## config.mk

```make
export PLATFORM = sky130hd
export DESIGN_NAME = sac_top
export DESIGN_NICKNAME = d
export VERILOG_FILES = /design/src/design/sac_pkg.sv /design/src/design/sac_ifc.sv /design/src/design/sac_seq.sv /design/src/design/sac_top.sv
export VERILOG_INCLUDE_DIRS = /design/src /design/src/design
export SDC_FILE = /design/constraint.sdc
export NUM_CORES = 1
export LEC_CHECK = 0
export ABC_CLOCK_PERIOD_IN_PS = 5000
export BUFFER_PORTS_ARGS = -buffer_cell sky130_fd_sc_hd__clkbuf_2
export CAP_MARGIN = 20
export CORE_ASPECT_RATIO = 0.7
export CORE_UTILIZATION = 35
export DETAILED_ROUTE_END_ITERATION = 12
export PLACE_DENSITY = 0.57
export SLEW_MARGIN = 10
export SYNTH_ARGS = -nofsm -noshare
export SYNTH_HDL_FRONTEND = slang
export SYNTH_HIERARCHICAL = 1
export SYNTH_SLANG_ARGS = --single-unit
```

## constraint.sdc

```tcl
create_clock -name i_ref_clk -period 5 [get_ports i_ref_clk]
set_clock_uncertainty 0.15 [all_clocks]
set_input_delay 0.75 -clock i_ref_clk [delete_from_list [all_inputs] [get_ports i_ref_clk]]
set_output_delay 0.75 -clock i_ref_clk [all_outputs]
set_load 0.03 [all_outputs]
```

## src/design/sac_defs.svh

```systemverilog
`ifndef SAC_DEFS_SVH
`define SAC_DEFS_SVH

// Data space addresses
`define SAC_RES_OFF      8'hD0
`define SAC_CTRL_OFF     8'hD1

// Control register layout and reset value
`define SAC_CTRL_RST     8'h40
`define SAC_IRQ_EN_BIT   7
`define SAC_EOC_BIT      6
`define SAC_START_BIT    5
`define SAC_POWER_BIT    4
`define SAC_UNUSED_HI    3

// Result width and first trial code
`define SAC_RES_BITS     8
`define SAC_TRIAL_FIRST  8'h80
`define SAC_MSB_IDX      3'h7
`define SAC_ZERO8        8'h00

// Conversion timing
`define SAC_OSC_DIV      12
`define SAC_CONV_TIME_NS 70000
`define SAC_REF_OSC_KHZ  8000
`define SAC_NS_PER_MS    1000000
`define SAC_BIT_TICKS    ((`SAC_CONV_TIME_NS * `SAC_REF_OSC_KHZ / `SAC_NS_PER_MS / `SAC_OSC_DIV) / `SAC_RES_BITS)

`endif

```

## src/design/sac_pkg.sv

```systemverilog
package sac_pkg;

	// Sequencer states
	typedef enum logic [0:0] {
		SAC_IDLE,
		SAC_RUN
	} sac_state_t;

	// Address match, shared by every register decode
	function automatic logic sac_hit(input logic [7:0] addr, input logic [7:0] off);
		sac_hit = (addr == off);
	endfunction : sac_hit

	// One-hot weight of a result bit
	function automatic logic [7:0] sac_bit_mask(input logic [2:0] idx);
		sac_bit_mask = 8'h01 << idx;
	endfunction : sac_bit_mask

endpackage : sac_pkg

```

## src/design/sac_ifc.sv

```systemverilog
`timescale 1ns/10ps
`default_nettype none

interface sac_ifc;
	logic       start;
	logic       power;
	logic       cmp;
	logic       busy;
	logic       done;
	logic [7:0] result;
	logic [7:0] trial;

	modport ctrl (output start, output power, output cmp,
		input busy, input done, input result, input trial);
	modport seq (input start, input power, input cmp,
		output busy, output done, output result, output trial);
endinterface : sac_ifc

`default_nettype wire

```

## src/design/sac_seq.sv

```systemverilog
`timescale 1ns/10ps
`default_nettype none
`include "sac_defs.svh"

module sac_seq
	import sac_pkg::*;
#(
	parameter int DIV       = `SAC_OSC_DIV,
	parameter int BIT_TICKS = `SAC_BIT_TICKS
) (
	input  wire logic i_ref_clk,
	input  wire logic i_rst_n,
	sac_ifc.seq       bus
);

	localparam int PW    = (DIV > 1) ? $clog2(DIV) : 1;
	localparam int TW    = $clog2(BIT_TICKS + 1);
	localparam int TOTAL = `SAC_RES_BITS * BIT_TICKS * DIV;
	localparam logic [PW-1:0] PRE_LAST  = PW'(DIV - 1);
	localparam logic [TW-1:0] TICK_LAST = TW'(BIT_TICKS - 1);

	// Elaboration checks
	if (DIV < 2) begin : g_div_chk
		$error("sac_seq: DIV must be at least 2");
	end
	if (BIT_TICKS < 1) begin : g_tick_chk
		$error("sac_seq: BIT_TICKS must be at least 1");
	end

	sac_state_t state_reg;
	logic [PW-1:0] pre_reg;
	logic [TW-1:0] tick_reg;
	logic [2:0]    bit_reg;
	logic [7:0]    sar_reg;
	logic [7:0]    result_reg;
	logic          done_reg;

	// Step decode: divided conversion clock and bit boundaries
	wire       conv_tick = (pre_reg == PRE_LAST);
	wire       bit_end   = conv_tick && (tick_reg == TICK_LAST);
	wire       last_bit  = (bit_reg == 3'h0);
	wire [7:0] decided   = bus.cmp ? sar_reg : (sar_reg & ~sac_bit_mask(bit_reg));
	wire [7:0] next_try  = decided | sac_bit_mask(bit_reg - 3'h1);
	wire       restart   = bus.start && bus.power;

	assign bus.busy   = (state_reg == SAC_RUN);
	assign bus.done   = done_reg;
	assign bus.result = result_reg;
	assign bus.trial  = sar_reg;

	// Successive approximation, most significant bit first
	always_ff @(posedge i_ref_clk or negedge i_rst_n) begin
		if (!i_rst_n) begin
			state_reg  <= SAC_IDLE;
			pre_reg    <= '0;
			tick_reg   <= '0;
			bit_reg    <= `SAC_MSB_IDX;
			sar_reg    <= `SAC_ZERO8;
			result_reg <= `SAC_ZERO8;
			done_reg   <= 1'b0;
		end else begin
			done_reg <= 1'b0;
			if (restart) begin
				// Abandon whatever runs and begin again
				state_reg <= SAC_RUN;
				pre_reg   <= '0;
				tick_reg  <= '0;
				bit_reg   <= `SAC_MSB_IDX;
				sar_reg   <= `SAC_TRIAL_FIRST;
			end else if (bus.busy && !bus.power) begin
				state_reg <= SAC_IDLE;
			end else if (bus.busy) begin
				pre_reg <= conv_tick ? '0 : pre_reg + 1'b1;
				if (conv_tick) begin
					tick_reg <= bit_end ? '0 : tick_reg + 1'b1;
				end
				if (bit_end && last_bit) begin
					state_reg  <= SAC_IDLE;
					sar_reg    <= decided;
					result_reg <= decided;
					done_reg   <= 1'b1;
				end else if (bit_end) begin
					sar_reg <= next_try;
					bit_reg <= bit_reg - 3'h1;
				end
			end
		end
	end

	// Helper: cycles spent since the last start
	logic [15:0] run_cnt;
	always_ff @(posedge i_ref_clk or negedge i_rst_n) begin
		if (!i_rst_n) begin
			run_cnt <= '0;
		end else if (restart) begin
			run_cnt <= '0;
		end else if (bus.busy) begin
			run_cnt <= run_cnt + 16'h0001;
		end
	end
endmodule : sac_seq

`default_nettype wire

```

## src/design/sac_top.sv

```systemverilog
// Operation
// Sequencer steps on the oscillator divided by twelve, successive approximation.
// Writing one to start begins a conversion and clears done at once; the code keeps done set if completion falls in the same cycle.
// Finishing a conversion sets done, marking the result as valid.
// Single shot: after finishing, stay idle until start is written again.
// Start written during a conversion abandons it and begins a fresh one.
// Start bit is write only and always reads back as zero.
// Done raises the vector 4 interrupt request only when enable is one.
// Control bits: 7 enable, 6 done, 5 start, 4 power, 3..0 unused.
// Done is read only and stays pending until the next start write.
// Power select zero idles the converter; one powers and enables it.
// Software sets power select at least one instruction before start.
// Core wait mode neither powers down nor halts the converter.
// Reset aborts conversion, loads control with 40h, masks the interrupt.
// Each finished conversion stores its eight bit result.
// A conversion takes typically 70 us with an 8 MHz oscillator; the code takes 480 cycles, 60 us.
// Software configures at most one line as analog input at once.
// End of conversion interrupt can wake the core from wait mode.
// Result register is read only, result bits in positions 7 to 0.
// Result resolves from most to least significant bit, one per step.
`timescale 1ns/10ps
`default_nettype none
`include "sac_defs.svh"

module sac_top
	import sac_pkg::*;
#(
	parameter int DIV       = `SAC_OSC_DIV,
	parameter int BIT_TICKS = `SAC_BIT_TICKS
) (
	input  wire logic       i_ref_clk,
	input  wire logic       i_rst_n,
	input  wire logic [7:0] i_addr,
	input  wire logic       i_wr_en,
	input  wire logic       i_rd_en,
	input  wire logic [7:0] i_wdata,
	output var  logic [7:0] o_rdata,
	input  wire logic       i_cmp_above,
	input  wire logic       i_wait_mode,
	output var  logic [7:0] o_dac_trial,
	output var  logic       o_conv_power,
	output var  logic       o_irq_vec4,
	output var  logic       o_wake
);

	localparam logic [7:0] CTRL_RST = `SAC_CTRL_RST;

	sac_ifc ifc ();

	logic       irq_en_reg;
	logic       power_reg;
	logic       done_reg;
	logic       done_next;
	logic [7:0] rdata_reg;

	// Address decode and write strobes
	wire ctrl_hit = sac_hit(i_addr, `SAC_CTRL_OFF);
	wire res_hit  = sac_hit(i_addr, `SAC_RES_OFF);
	wire ctrl_wr  = i_wr_en && ctrl_hit;
	wire start_wr = ctrl_wr && i_wdata[`SAC_START_BIT];

	// Start only begins a conversion when power was already on; a same-write
	// power-up cannot start, the converter needs time to settle
	assign ifc.start = start_wr;
	assign ifc.power = power_reg;
	assign ifc.cmp   = i_cmp_above;

	// Done flag: completion beats a start write in the same cycle
	assign done_next = ifc.done ? 1'b1 : (start_wr ? 1'b0 : done_reg);

	// Control register view; start and unused bits read zero
	wire [7:0] ctrl_view = {irq_en_reg, done_reg, 1'b0, power_reg, 4'h0};
	wire [7:0] rd_value  = ctrl_hit ? ctrl_view :
		(res_hit ? ifc.result : `SAC_ZERO8);

	// Outputs; wait mode only gates the wake, never the converter
	assign o_rdata      = rdata_reg;
	assign o_dac_trial  = ifc.trial;
	assign o_conv_power = power_reg;
	assign o_irq_vec4   = irq_en_reg && done_reg;
	assign o_wake       = o_irq_vec4 && i_wait_mode;

	// Control register storage
	always_ff @(posedge i_ref_clk or negedge i_rst_n) begin
		if (!i_rst_n) begin
			irq_en_reg <= CTRL_RST[`SAC_IRQ_EN_BIT];
			power_reg  <= CTRL_RST[`SAC_POWER_BIT];
			done_reg   <= CTRL_RST[`SAC_EOC_BIT];
		end else begin
			done_reg <= done_next;
			if (ctrl_wr) begin
				irq_en_reg <= i_wdata[`SAC_IRQ_EN_BIT];
				power_reg  <= i_wdata[`SAC_POWER_BIT];
			end
		end
	end

	// Read data registered one cycle after the strobe
	always_ff @(posedge i_ref_clk or negedge i_rst_n) begin
		if (!i_rst_n) begin
			rdata_reg <= `SAC_ZERO8;
		end else if (i_rd_en) begin
			rdata_reg <= rd_value;
		end
	end

	// Sequencer; start and power reach it through the carrier interface
	sac_seq #(
		.DIV       (DIV),
		.BIT_TICKS (BIT_TICKS)
	) u_seq (
		.i_ref_clk (i_ref_clk),
		.i_rst_n   (i_rst_n),
		.bus       (ifc.seq)
	);
endmodule : sac_top

`default_nettype wire

```

# Yosys cells after proc, flatten, opt, wreduce, memory -nomap -nowiden
# Cells that the tools add are included.
dict set report classes {
  bitwise_logic 5
  mux 32
  eq_ne 6
  shift 2
  addsub 3
  n_reduce_logical 20
}
# operator count
set ops {}
lappend ops {{8-bit two-way mux} 8}
lappend ops {{3-bit two-way mux} 10}
lappend ops {{8-bit equality test, second input constant} 2}
lappend ops {{4-bit two-way mux} 4}
lappend ops {{1-bit by 3-bit << shifter with 8-bit output, first input constant} 2}
lappend ops {{1-bit two-way mux} 10}
lappend ops {{8-bit AND} 1}
lappend ops {{1-bit logical AND} 8}
lappend ops {{8-bit inverter} 1}
lappend ops {{8-bit bitwise OR} 1}
lappend ops {{4-bit AND reduction} 2}
lappend ops {{2-bit nonzero test} 4}
lappend ops {{3-bit AND reduction} 2}
lappend ops {{4-bit by 1-bit adder with 4-bit output, second input constant} 1}
lappend ops {{4-bit equality test, second input constant} 1}
lappend ops {{2-bit by 1-bit != test with 1-bit output, second input constant} 2}
lappend ops {{3-bit by 1-bit adder with 3-bit output, second input constant} 1}
lappend ops {{3-bit equality test, second input constant} 1}
lappend ops {{3-bit zero test} 1}
lappend ops {{3-bit nonzero test} 1}
lappend ops {{3-bit by 1-bit subtractor with 3-bit output, second input constant} 1}
lappend ops {{1-bit inverter} 2}
lappend ops {{2-bit AND reduction} 1}
lappend ops {{1-bit zero test} 1}
dict set report word_totals {
  register_bits 39
}

# Logic depth before layout (Yosys ltp)
# Gate-level depths: netlist of the first run.
dict set report logic_depth {
  ltp_word 10
  depth_mapped 6
}

# By module
# The synthesis of the first run kept the hierarchy.
# module seq_area_each_um2 instances cells_per_inst area_each_um2
set by_module_without_submodules {}
lappend by_module_without_submodules {sac_seq 704.4 1 151 1605.3}
lappend by_module_without_submodules {sac_top 276.5 1 53 538.0}

# Worst setup path before layout of the first run
# Ideal clock, no wire load.
dict set report synth_timing {
  kind {input-to-reg}
  start {in i_addr[1]}
  end {reg u_seq.sar_reg[7], in the netlist u_seq/bus.trial[7]}
  cell_stages 5
  slack_ns 2.732
  arrival_ns 1.992
  setup_time_ns 0.126
  n_path_buf 0
  cell_sequence {and4bb_2 -> and3_2 -> and4b_1 -> nand2_2 -> o32a_1}
}
dict set report synth_via {
  elab_chain_cells 6
  word_cells_on_any_way 9
  cone_classes {2 x eq/ne; 1 x mux; 6 x reduce/logical}
}
# element line
set synth_rtl {}
lappend synth_rtl {{start, declared} sac_top.sv:33} ;# input wire logic [7:0] i_addr,
lappend synth_rtl {{8-bit equality test *} sac_pkg.sv:11} ;# sac_hit = (addr == off);
lappend synth_rtl {{1-bit logical AND *} sac_top.sv:59} ;# wire ctrl_wr = i_wr_en && ctrl_hit;
lappend synth_rtl {{1-bit logical AND *} sac_top.sv:60} ;# wire start_wr = ctrl_wr && i_wdata[`SAC_START_BIT];
lappend synth_rtl {{net ifc.start} sac_ifc.sv:5} ;# logic start;
lappend synth_rtl {{1-bit logical AND *} sac_seq.sv:44} ;# wire restart = bus.start && bus.power;
lappend synth_rtl {{2-bit by 1-bit != test with 1-bit output (no line) (tied with other cells)} --}
lappend synth_rtl {{3-bit AND reduction (no line)} --}
lappend synth_rtl {{end signal, assigned} sac_seq.sv:58} ;# sar_reg <= `SAC_ZERO8;
lappend synth_rtl {{end signal, assigned} sac_seq.sv:69} ;# sar_reg <= `SAC_TRIAL_FIRST;
lappend synth_rtl {{end signal, assigned} sac_seq.sv:79} ;# sar_reg <= decided;
lappend synth_rtl {{end, declared} sac_seq.sv:34} ;# logic [7:0] sar_reg;
# The timed path passes the listed nets; every way through them passes the cells marked *.
# A chain may end at the register's enable or synchronous reset.

# Worst setup path after layout of the first run
dict set report layout_timing {
  start {in i_addr[1]}
  end {reg u_seq.result_reg[7], in the netlist u_seq/bus.result[7]}
}
dict set report layout_via {
  elab_chain_cells 6
}
# element line
set layout_rtl {}
lappend layout_rtl {{8-bit equality test} sac_pkg.sv:11}
lappend layout_rtl {{1-bit logical AND} sac_top.sv:59}
lappend layout_rtl {{1-bit logical AND} sac_top.sv:60}
lappend layout_rtl {{net ifc.start} sac_ifc.sv:5}
lappend layout_rtl {{1-bit logical AND} sac_seq.sv:44}
lappend layout_rtl {{1-bit inverter (no line)} --}
lappend layout_rtl {{4-bit AND reduction (no line)} --}
lappend layout_rtl {{end signal, assigned} sac_seq.sv:59} ;# result_reg <= `SAC_ZERO8;
lappend layout_rtl {{end signal, assigned} sac_seq.sv:80} ;# result_reg <= decided;
lappend layout_rtl {{end, declared} sac_seq.sv:35} ;# logic [7:0] result_reg;
# The timed path passes the listed nets, and every way through them passes these cells.

==> out/qor.txt, run 1 <==
Diodes inserted = 0
Max-slew violations = 0
#FFs+latches synth = 39
Reg clk slew, reported paths = 80 ps
Grt ovf = 0
CP Class = in -> reg
Critical Path AT = 2430 ps
Post-CTS setup buffers = 0
Overall routing resource usage = 15.5%
FF-to-FF End = u_seq/bus.result[7]$_DFFE_PN0P_
Initial Util = 36.9%
Drt via density = 5.20
Final setup vio count = 0
Pwr dens = 244 nW/um2
Wirelength per Cell = 14.4 um
Period utilization = 47.8%
Htree depth = 2
Total power = 610 uW
Horiz. Die Dim = 95.5 um
Iteration-0 DRC Markers = 79
Number of nets in the layout = 269
Max_cap viols = 0
Final wirelength = 4510 um
Critical Path Max Stage Delay = 730 ps
CP Max Fanout = 9
Final Critical Period = 2390 ps
Worst Reg-to-Reg Cells = 5
Reg-to-reg slack, setup = 2660 ps
Seq/Total Area, Yosys = 45.8%
Syn nets = 235
First-pass GRT wire length = 7450 um
CP max stage cell = nor4_4
Synth Area in Simple Gates = 17.8%
Clk sinks = 39
Largest net degree at the start of global routing = 40
CTS Buf Count = 5
Vias = 1,633
Synth Flop Type = dfrtp_1
Die Height = 67.5 um
Worst slew margin = 48.5%
Cell variety after synth = 49
Post-synthesis compound-gate area fraction = 17.2%
Buffers on Ports = 35
Largest family of logic cells by synthesized area = simple AND/OR/NAND/NOR gates
Buffers and inverters on the worst path = 1
Residual DRC = 0
Hold Crit Class = in -> async
XOR/XNOR share of the synthesized area = 0%
Synth Area in Adders = 5.25%
Core area = 5810 um2
Setup TNS = 0 ps
Root buffer cell = clkbuf_8
TritonCTS clock tree = done
Avg Inst Size Synth = 10.5 um2
I/O pins = 41
Area grow syn2layout = 16.5%
DPL Wire Length = 3300 um
Req. time, crit path = 5030 ps
Synthesized cell area = 2140 um2
Status = complete, no violations
EDFF count, synth = 0
Layout cells sized above 1 = 28.0%
Placer Congestion = 0.773
Cell row count = 23
Full die area = 6450 um2
Crit. End Element = flop
Post-CTS Hold Fix Bufs = 0
Peak supply drop = 0.119 mV
R2R Path Start = u_seq/bit_reg[0]$_DFFE_PN1P_
DRT Pass-1 Iters = 4
Post-cts gate resize count = 0
CP Launch Type = primary input
Clock Latency Late Sink = 290 ps
Warnings from Yosys = 6
Worst-margin pin slew = 767 ps
Leakage power = 0.00117 uW
Ys async rst share = 100%
Max Root-Sink Buffers = 2
Cells after synthesis = 204
Crit-path leading delay family = simple AND/OR/NAND/NOR gates
Detail Route Antenna Nets = 0
Vias in the first global route = 1,514
Post-synthesis mux area share = 7.53%
Peak Freq = 0.418 GHz
Final hold vios = 0
Initial antenna violation count = 0
Unrepaired setup endpoints after global routing = false
Cell Chain, Critical Path = clkbuf_2, and4bb_2, and3_2, nor4_4, mux2_4
-- metrics by stage --
stage	instances	area, um2	hold WS, ps	setup WS (ps)	utilization, %
after global placement	305	2360	274	2300	40.7
after floorplan	204	2140	269	2730	-
after detailed placement	305	2360	282	2300	40.7
after global routing	314	2500	205	2540	43.0
after CTS	313	2480	301	2610	42.6
final	314	2500	194	2610	43.0
-- metal layers --
layer	GRT usage, %	wire (um)	vias up
li1	-	-	805
met1	22.5	2390	797
met2	22.6	1900	26
met3	4.39	181	5
met4	3.92	34	0
met5	0	0	-
-- cell usage in the layout (no fill, tap or decap), types with 2 or more instances in the layout --
cell type	Yosys	final
dfrtp_1	35	35
a21o_1	2	2
mux2_2	5	5
clkbuf_2	0	35
inv_1	24	24
and4b_1	2	2
and2_1	3	3
o22ai_1	8	8
a21oi_1	3	3
a22o_1	2	2
nor2b_1	3	3
nor3_1	5	5
clkbuf_8	0	5
dfstp_2	4	4
nor2_1	6	6
a21bo_2	5	5
nor3b_1	2	2
mux2i_1	9	9
o221ai_1	7	7
nand2_1	17	17
ha_1	9	9
and3_1	3	3
o211ai_1	10	10
o21ai_0	7	7
-- cells in the mapped netlist (2+ instances only) --
| cell type | number | share of area [%] |
|---|---|---|
| and4b_1 | 2 | 0.93 |
| o211ai_1 | 10 | 3.5 |
| a22o_1 | 2 | 0.82 |
| nor2b_1 | 3 | 0.88 |
| a21o_1 | 2 | 0.70 |
| a21oi_1 | 3 | 0.70 |
| ha_1 | 9 | 5.3 |
| o22ai_1 | 8 | 2.3 |
| dfstp_2 | 4 | 4.9 |
| dfrtp_1 | 35 | 41 |
| o21ai_0 | 7 | 1.6 |
| o221ai_1 | 7 | 2.9 |
| nor3_1 | 5 | 1.2 |
| and2_1 | 3 | 0.88 |
| nor2_1 | 6 | 1.1 |
| buf_2 | 5 | 1.2 |
| clkbuf_1 | 3 | 0.53 |
| mux2_2 | 5 | 2.6 |
| inv_1 | 24 | 4.2 |
| and3_1 | 3 | 0.88 |
| a21bo_2 | 5 | 2.3 |
| nand2_1 | 17 | 3.0 |
| nor3b_1 | 2 | 0.70 |
| mux2i_1 | 9 | 4.2 |
-- kinds of logic (layout without fill, tap and decap cells) --
family / after synthesis / after routing
compound gates: 50 / 50
fa+ha+maj: 9 / 9
buf+inv: 33 / 68
flops: 39 / 39
mux: 15 / 15
simple gates: 58 / 58
-- power breakdown --
part           internal, uW  switching [uW]
combinational          10.5            15.5
sequential              317            2.53
clock                   149             116
-- area by class of cell --
| cell class | count | area (um2) |
|---|---|---|
| clock buffer | 5 | 68.8 |
| clock inverter | 3 | 43.8 |
| fill | 566 | 3320 |
| inverter | 24 | 90.1 |
| multi-input combinational | 132 | 1020 |
| sequential | 39 | 981 |
| tap | 75 | 93.8 |
| timing repair buffer | 36 | 195 |
-- worst max-delay path by stage --
stage | from | to | slack (ps) | depth (start not counted)
2_1_floorplan | i_addr[1] | u_seq/bus.trial[7]$_DFFE_PN0P_ | 2730 | 5
3_3_place_gp | i_addr[1] | u_seq/bus.result[7]$_DFFE_PN0P_ | 2300 | 5
3_5_place_dp | i_addr[1] | u_seq/bus.result[7]$_DFFE_PN0P_ | 2300 | 5
4_1_cts | i_addr[1] | u_seq/bus.result[7]$_DFFE_PN0P_ | 2610 | 5
5_1_grt | u_seq/bit_reg[0]$_DFFE_PN1P_ | u_seq/bus.result[7]$_DFFE_PN0P_ | 2540 | 5
6_report | i_addr[1] | u_seq/bus.result[7]$_DFFE_PN0P_ | 2610 | 5
Power figures use the tool's default switching activity.
==> inputs of run 2 (changes only) <==
--- a/config.mk
+++ b/config.mk
@@ -6,7 +6,7 @@
 export SDC_FILE = /design/constraint.sdc
 export NUM_CORES = 1
 export LEC_CHECK = 0
-export ABC_CLOCK_PERIOD_IN_PS = 5000
+export ABC_CLOCK_PERIOD_IN_PS = 2300
 export BUFFER_PORTS_ARGS = -buffer_cell sky130_fd_sc_hd__clkbuf_2
 export CAP_MARGIN = 20
 export CORE_ASPECT_RATIO = 0.7
==> constraint.sdc (replaced) <==
create_clock -name i_ref_clk -period 2.3 [get_ports i_ref_clk]
set_clock_uncertainty 0.15 [all_clocks]
set_input_delay 0.345 -clock i_ref_clk [delete_from_list [all_inputs] [get_ports i_ref_clk]]
set_output_delay 0.345 -clock i_ref_clk [all_outputs]
set_load 0.03 [all_outputs]
==> out/qor.txt, run 2 (same netlist as run 1, synthesis figures left out) <==
Storage cell area = 981 um2
Post-cts gate resize count = 0
Peak supply drop = 0.237 mV
Worst hold start = i_wdata[7]
DRT Pass-1 Iters = 4
Wirelength per Cell = 15.0 um
Final wirelength = 4800 um
CP max stage cell = dfstp_2
Crit. End Element = flop
Htree depth = 2
Pwr dens = 526 nW/um2
Full die area = 6450 um2
DPL Wire Length = 3610 um
CP Launch Type = flop
Residual DRC = 0
Diodes inserted = 0
I/O pins = 41
Sw Ratio = 22.4%
Largest net degree at the start of global routing = 23
Max Root-Sink Buffers = 2
FF-to-FF End = u_seq/bus.trial[0]$_DFFE_PN0P_
Clk sinks = 39
Clock Latency Late Sink = 290 ps
Net switching power = 300 uW
Initial antenna violation count = 0
Hold Crit Class = in -> reg
Peak Freq = 0.486 GHz
Filler cells = 569
Layout Utilization = 43.8%
CP Class = reg -> reg
Unrepaired setup endpoints after global routing = false
Number of nets in the layout = 275
Hold EP = irq_en_reg$_DFFE_PN0P_
Max_cap viols = 0
Area grow syn2layout = 18.7%
Critical Path Max Stage Delay = 570 ps
Core area = 5810 um2
Post-CTS setup buffers = 0
Layout cells sized above 1 = 29.4%
Grt ovf = 0
Reg clk slew, reported paths = 80 ps
Setup TNS = 0 ps
Vias = 1,655
Critical Path AT = 2050 ps
Worst Reg-to-Reg Cells = 5
Horiz. Die Dim = 95.5 um
Overall routing resource usage = 17.3%
Worst-margin pin slew = 496 ps
Status = complete, no violations
CP Max Fanout = 6
Post-CTS Hold Fix Bufs = 1
Final hold vios = 0
Cell row count = 23
Final setup vio count = 0
Reg-to-reg slack, setup = 240 ps
R2R Path Start = u_seq/bit_reg[0]$_DFFE_PN1P_
Max-slew violations = 0
Sequential power share = 51.9%
CTS Buf Count = 5
Buffers and inverters on the worst path = 1
Logic gate share of total power = 4.6%
Drt via density = 5.17
Req. time, crit path = 2300 ps
Clk pwr share = 43.5%
Placer Congestion = 0.777
Hold depth = 2
Iteration-0 DRC Markers = 112
Die Height = 67.5 um
Buffers on Ports = 35
Internal = 1040 uW
Multi-input gate area = 1020 um2
Detail Route Antenna Nets = 0
TritonCTS clock tree = done
Crit. Startpoint = u_seq/bit_reg[0]$_DFFE_PN1P_
Root buffer cell = clkbuf_8
First-pass GRT wire length = 8350 um
Vias in the first global route = 1,679
Crit-path leading delay family = compound AO/OA/AOI/OAI gates
Final Critical Period = 2060 ps
Initial Util = 36.9%
Commonest cells after routing, fill and taps aside = clkbuf_2 (35), dfrtp_1 (35), inv_1 (24), nand2_1 (17), o211ai_1 (10)
Period utilization = 89.4%
Cell Chain, Critical Path = inv_1, ha_1, and2_1, o211ai_1, o221ai_1
Worst slew margin = 66.9%
Leakage power = 0.00120 uW
run 2: cell count changes in the layout (fill, tap and decap cells not counted), sizes merged:
cell,change
buf,+5
dlygate4sd3,+1
run 2: final cells by class:
type                            instances  share of cell area, %
Multi-Input combinational cell        132                   40.3
Sequential cell                        39                   38.5
Timing Repair Buffer                   42                   9.54
Tap cell                               75                   3.69
Inverter                               24                   3.54
Clock buffer                            5                   2.70
Clock inverter                          3                   1.72
run 2: worst max-delay path by stage:
stage                                     endpoint  cells after the start
floorplan           u_seq/bus.trial[7]$_DFFE_PN0P_                      5
global placement    u_seq/bus.trial[0]$_DFFE_PN0P_                      6
detailed placement  u_seq/bus.trial[0]$_DFFE_PN0P_                      6
CTS                 u_seq/bus.trial[0]$_DFFE_PN0P_                      5
global route        u_seq/bus.trial[0]$_DFFE_PN0P_                      5
finish              u_seq/bus.trial[0]$_DFFE_PN0P_                      5
run 2: worst register-to-register path, cell delays in order, from the launching register on:
cell and delay [ps]:
dfstp_2 570, inv_1 110, ha_1 280, and2_1 180
o211ai_1 410, o221ai_1 220
run 2: per-layer routing:
layer  GRT usage (%)  part of all wire [%]  vias up
met5               0                     0        -
met4            5.04                  0.77        0
met3            4.17                   5.1        4
met2            25.7                    41       40
met1            25.0                    53      793
li1                -                     -      818
run 2: stage by stage:
stage,hold slack [ps],std cells,setup WS [ps],total power [uW],area (um2)
2_1_floorplan,-101,204,437,728,2140
3_3_place_gp,176,311,230,768,2420
3_5_place_dp,177,311,195,769,2420
4_1_cts,126,320,251,1360,2540
5_1_grt,133,320,82.0,1400,2540
6_report,134,320,243,1340,2540
run 2: power by group through the flow:
stage                     Combinational [uW]  Clock, uW  Sequential, uW
after floorplan                         21.6          0             706
after global placement                  60.6          0             707
after detailed placement                61.6          0             707
after CTS                               63.2        603             694
after global routing                    69.3        632             695
final                                   61.5        582             694
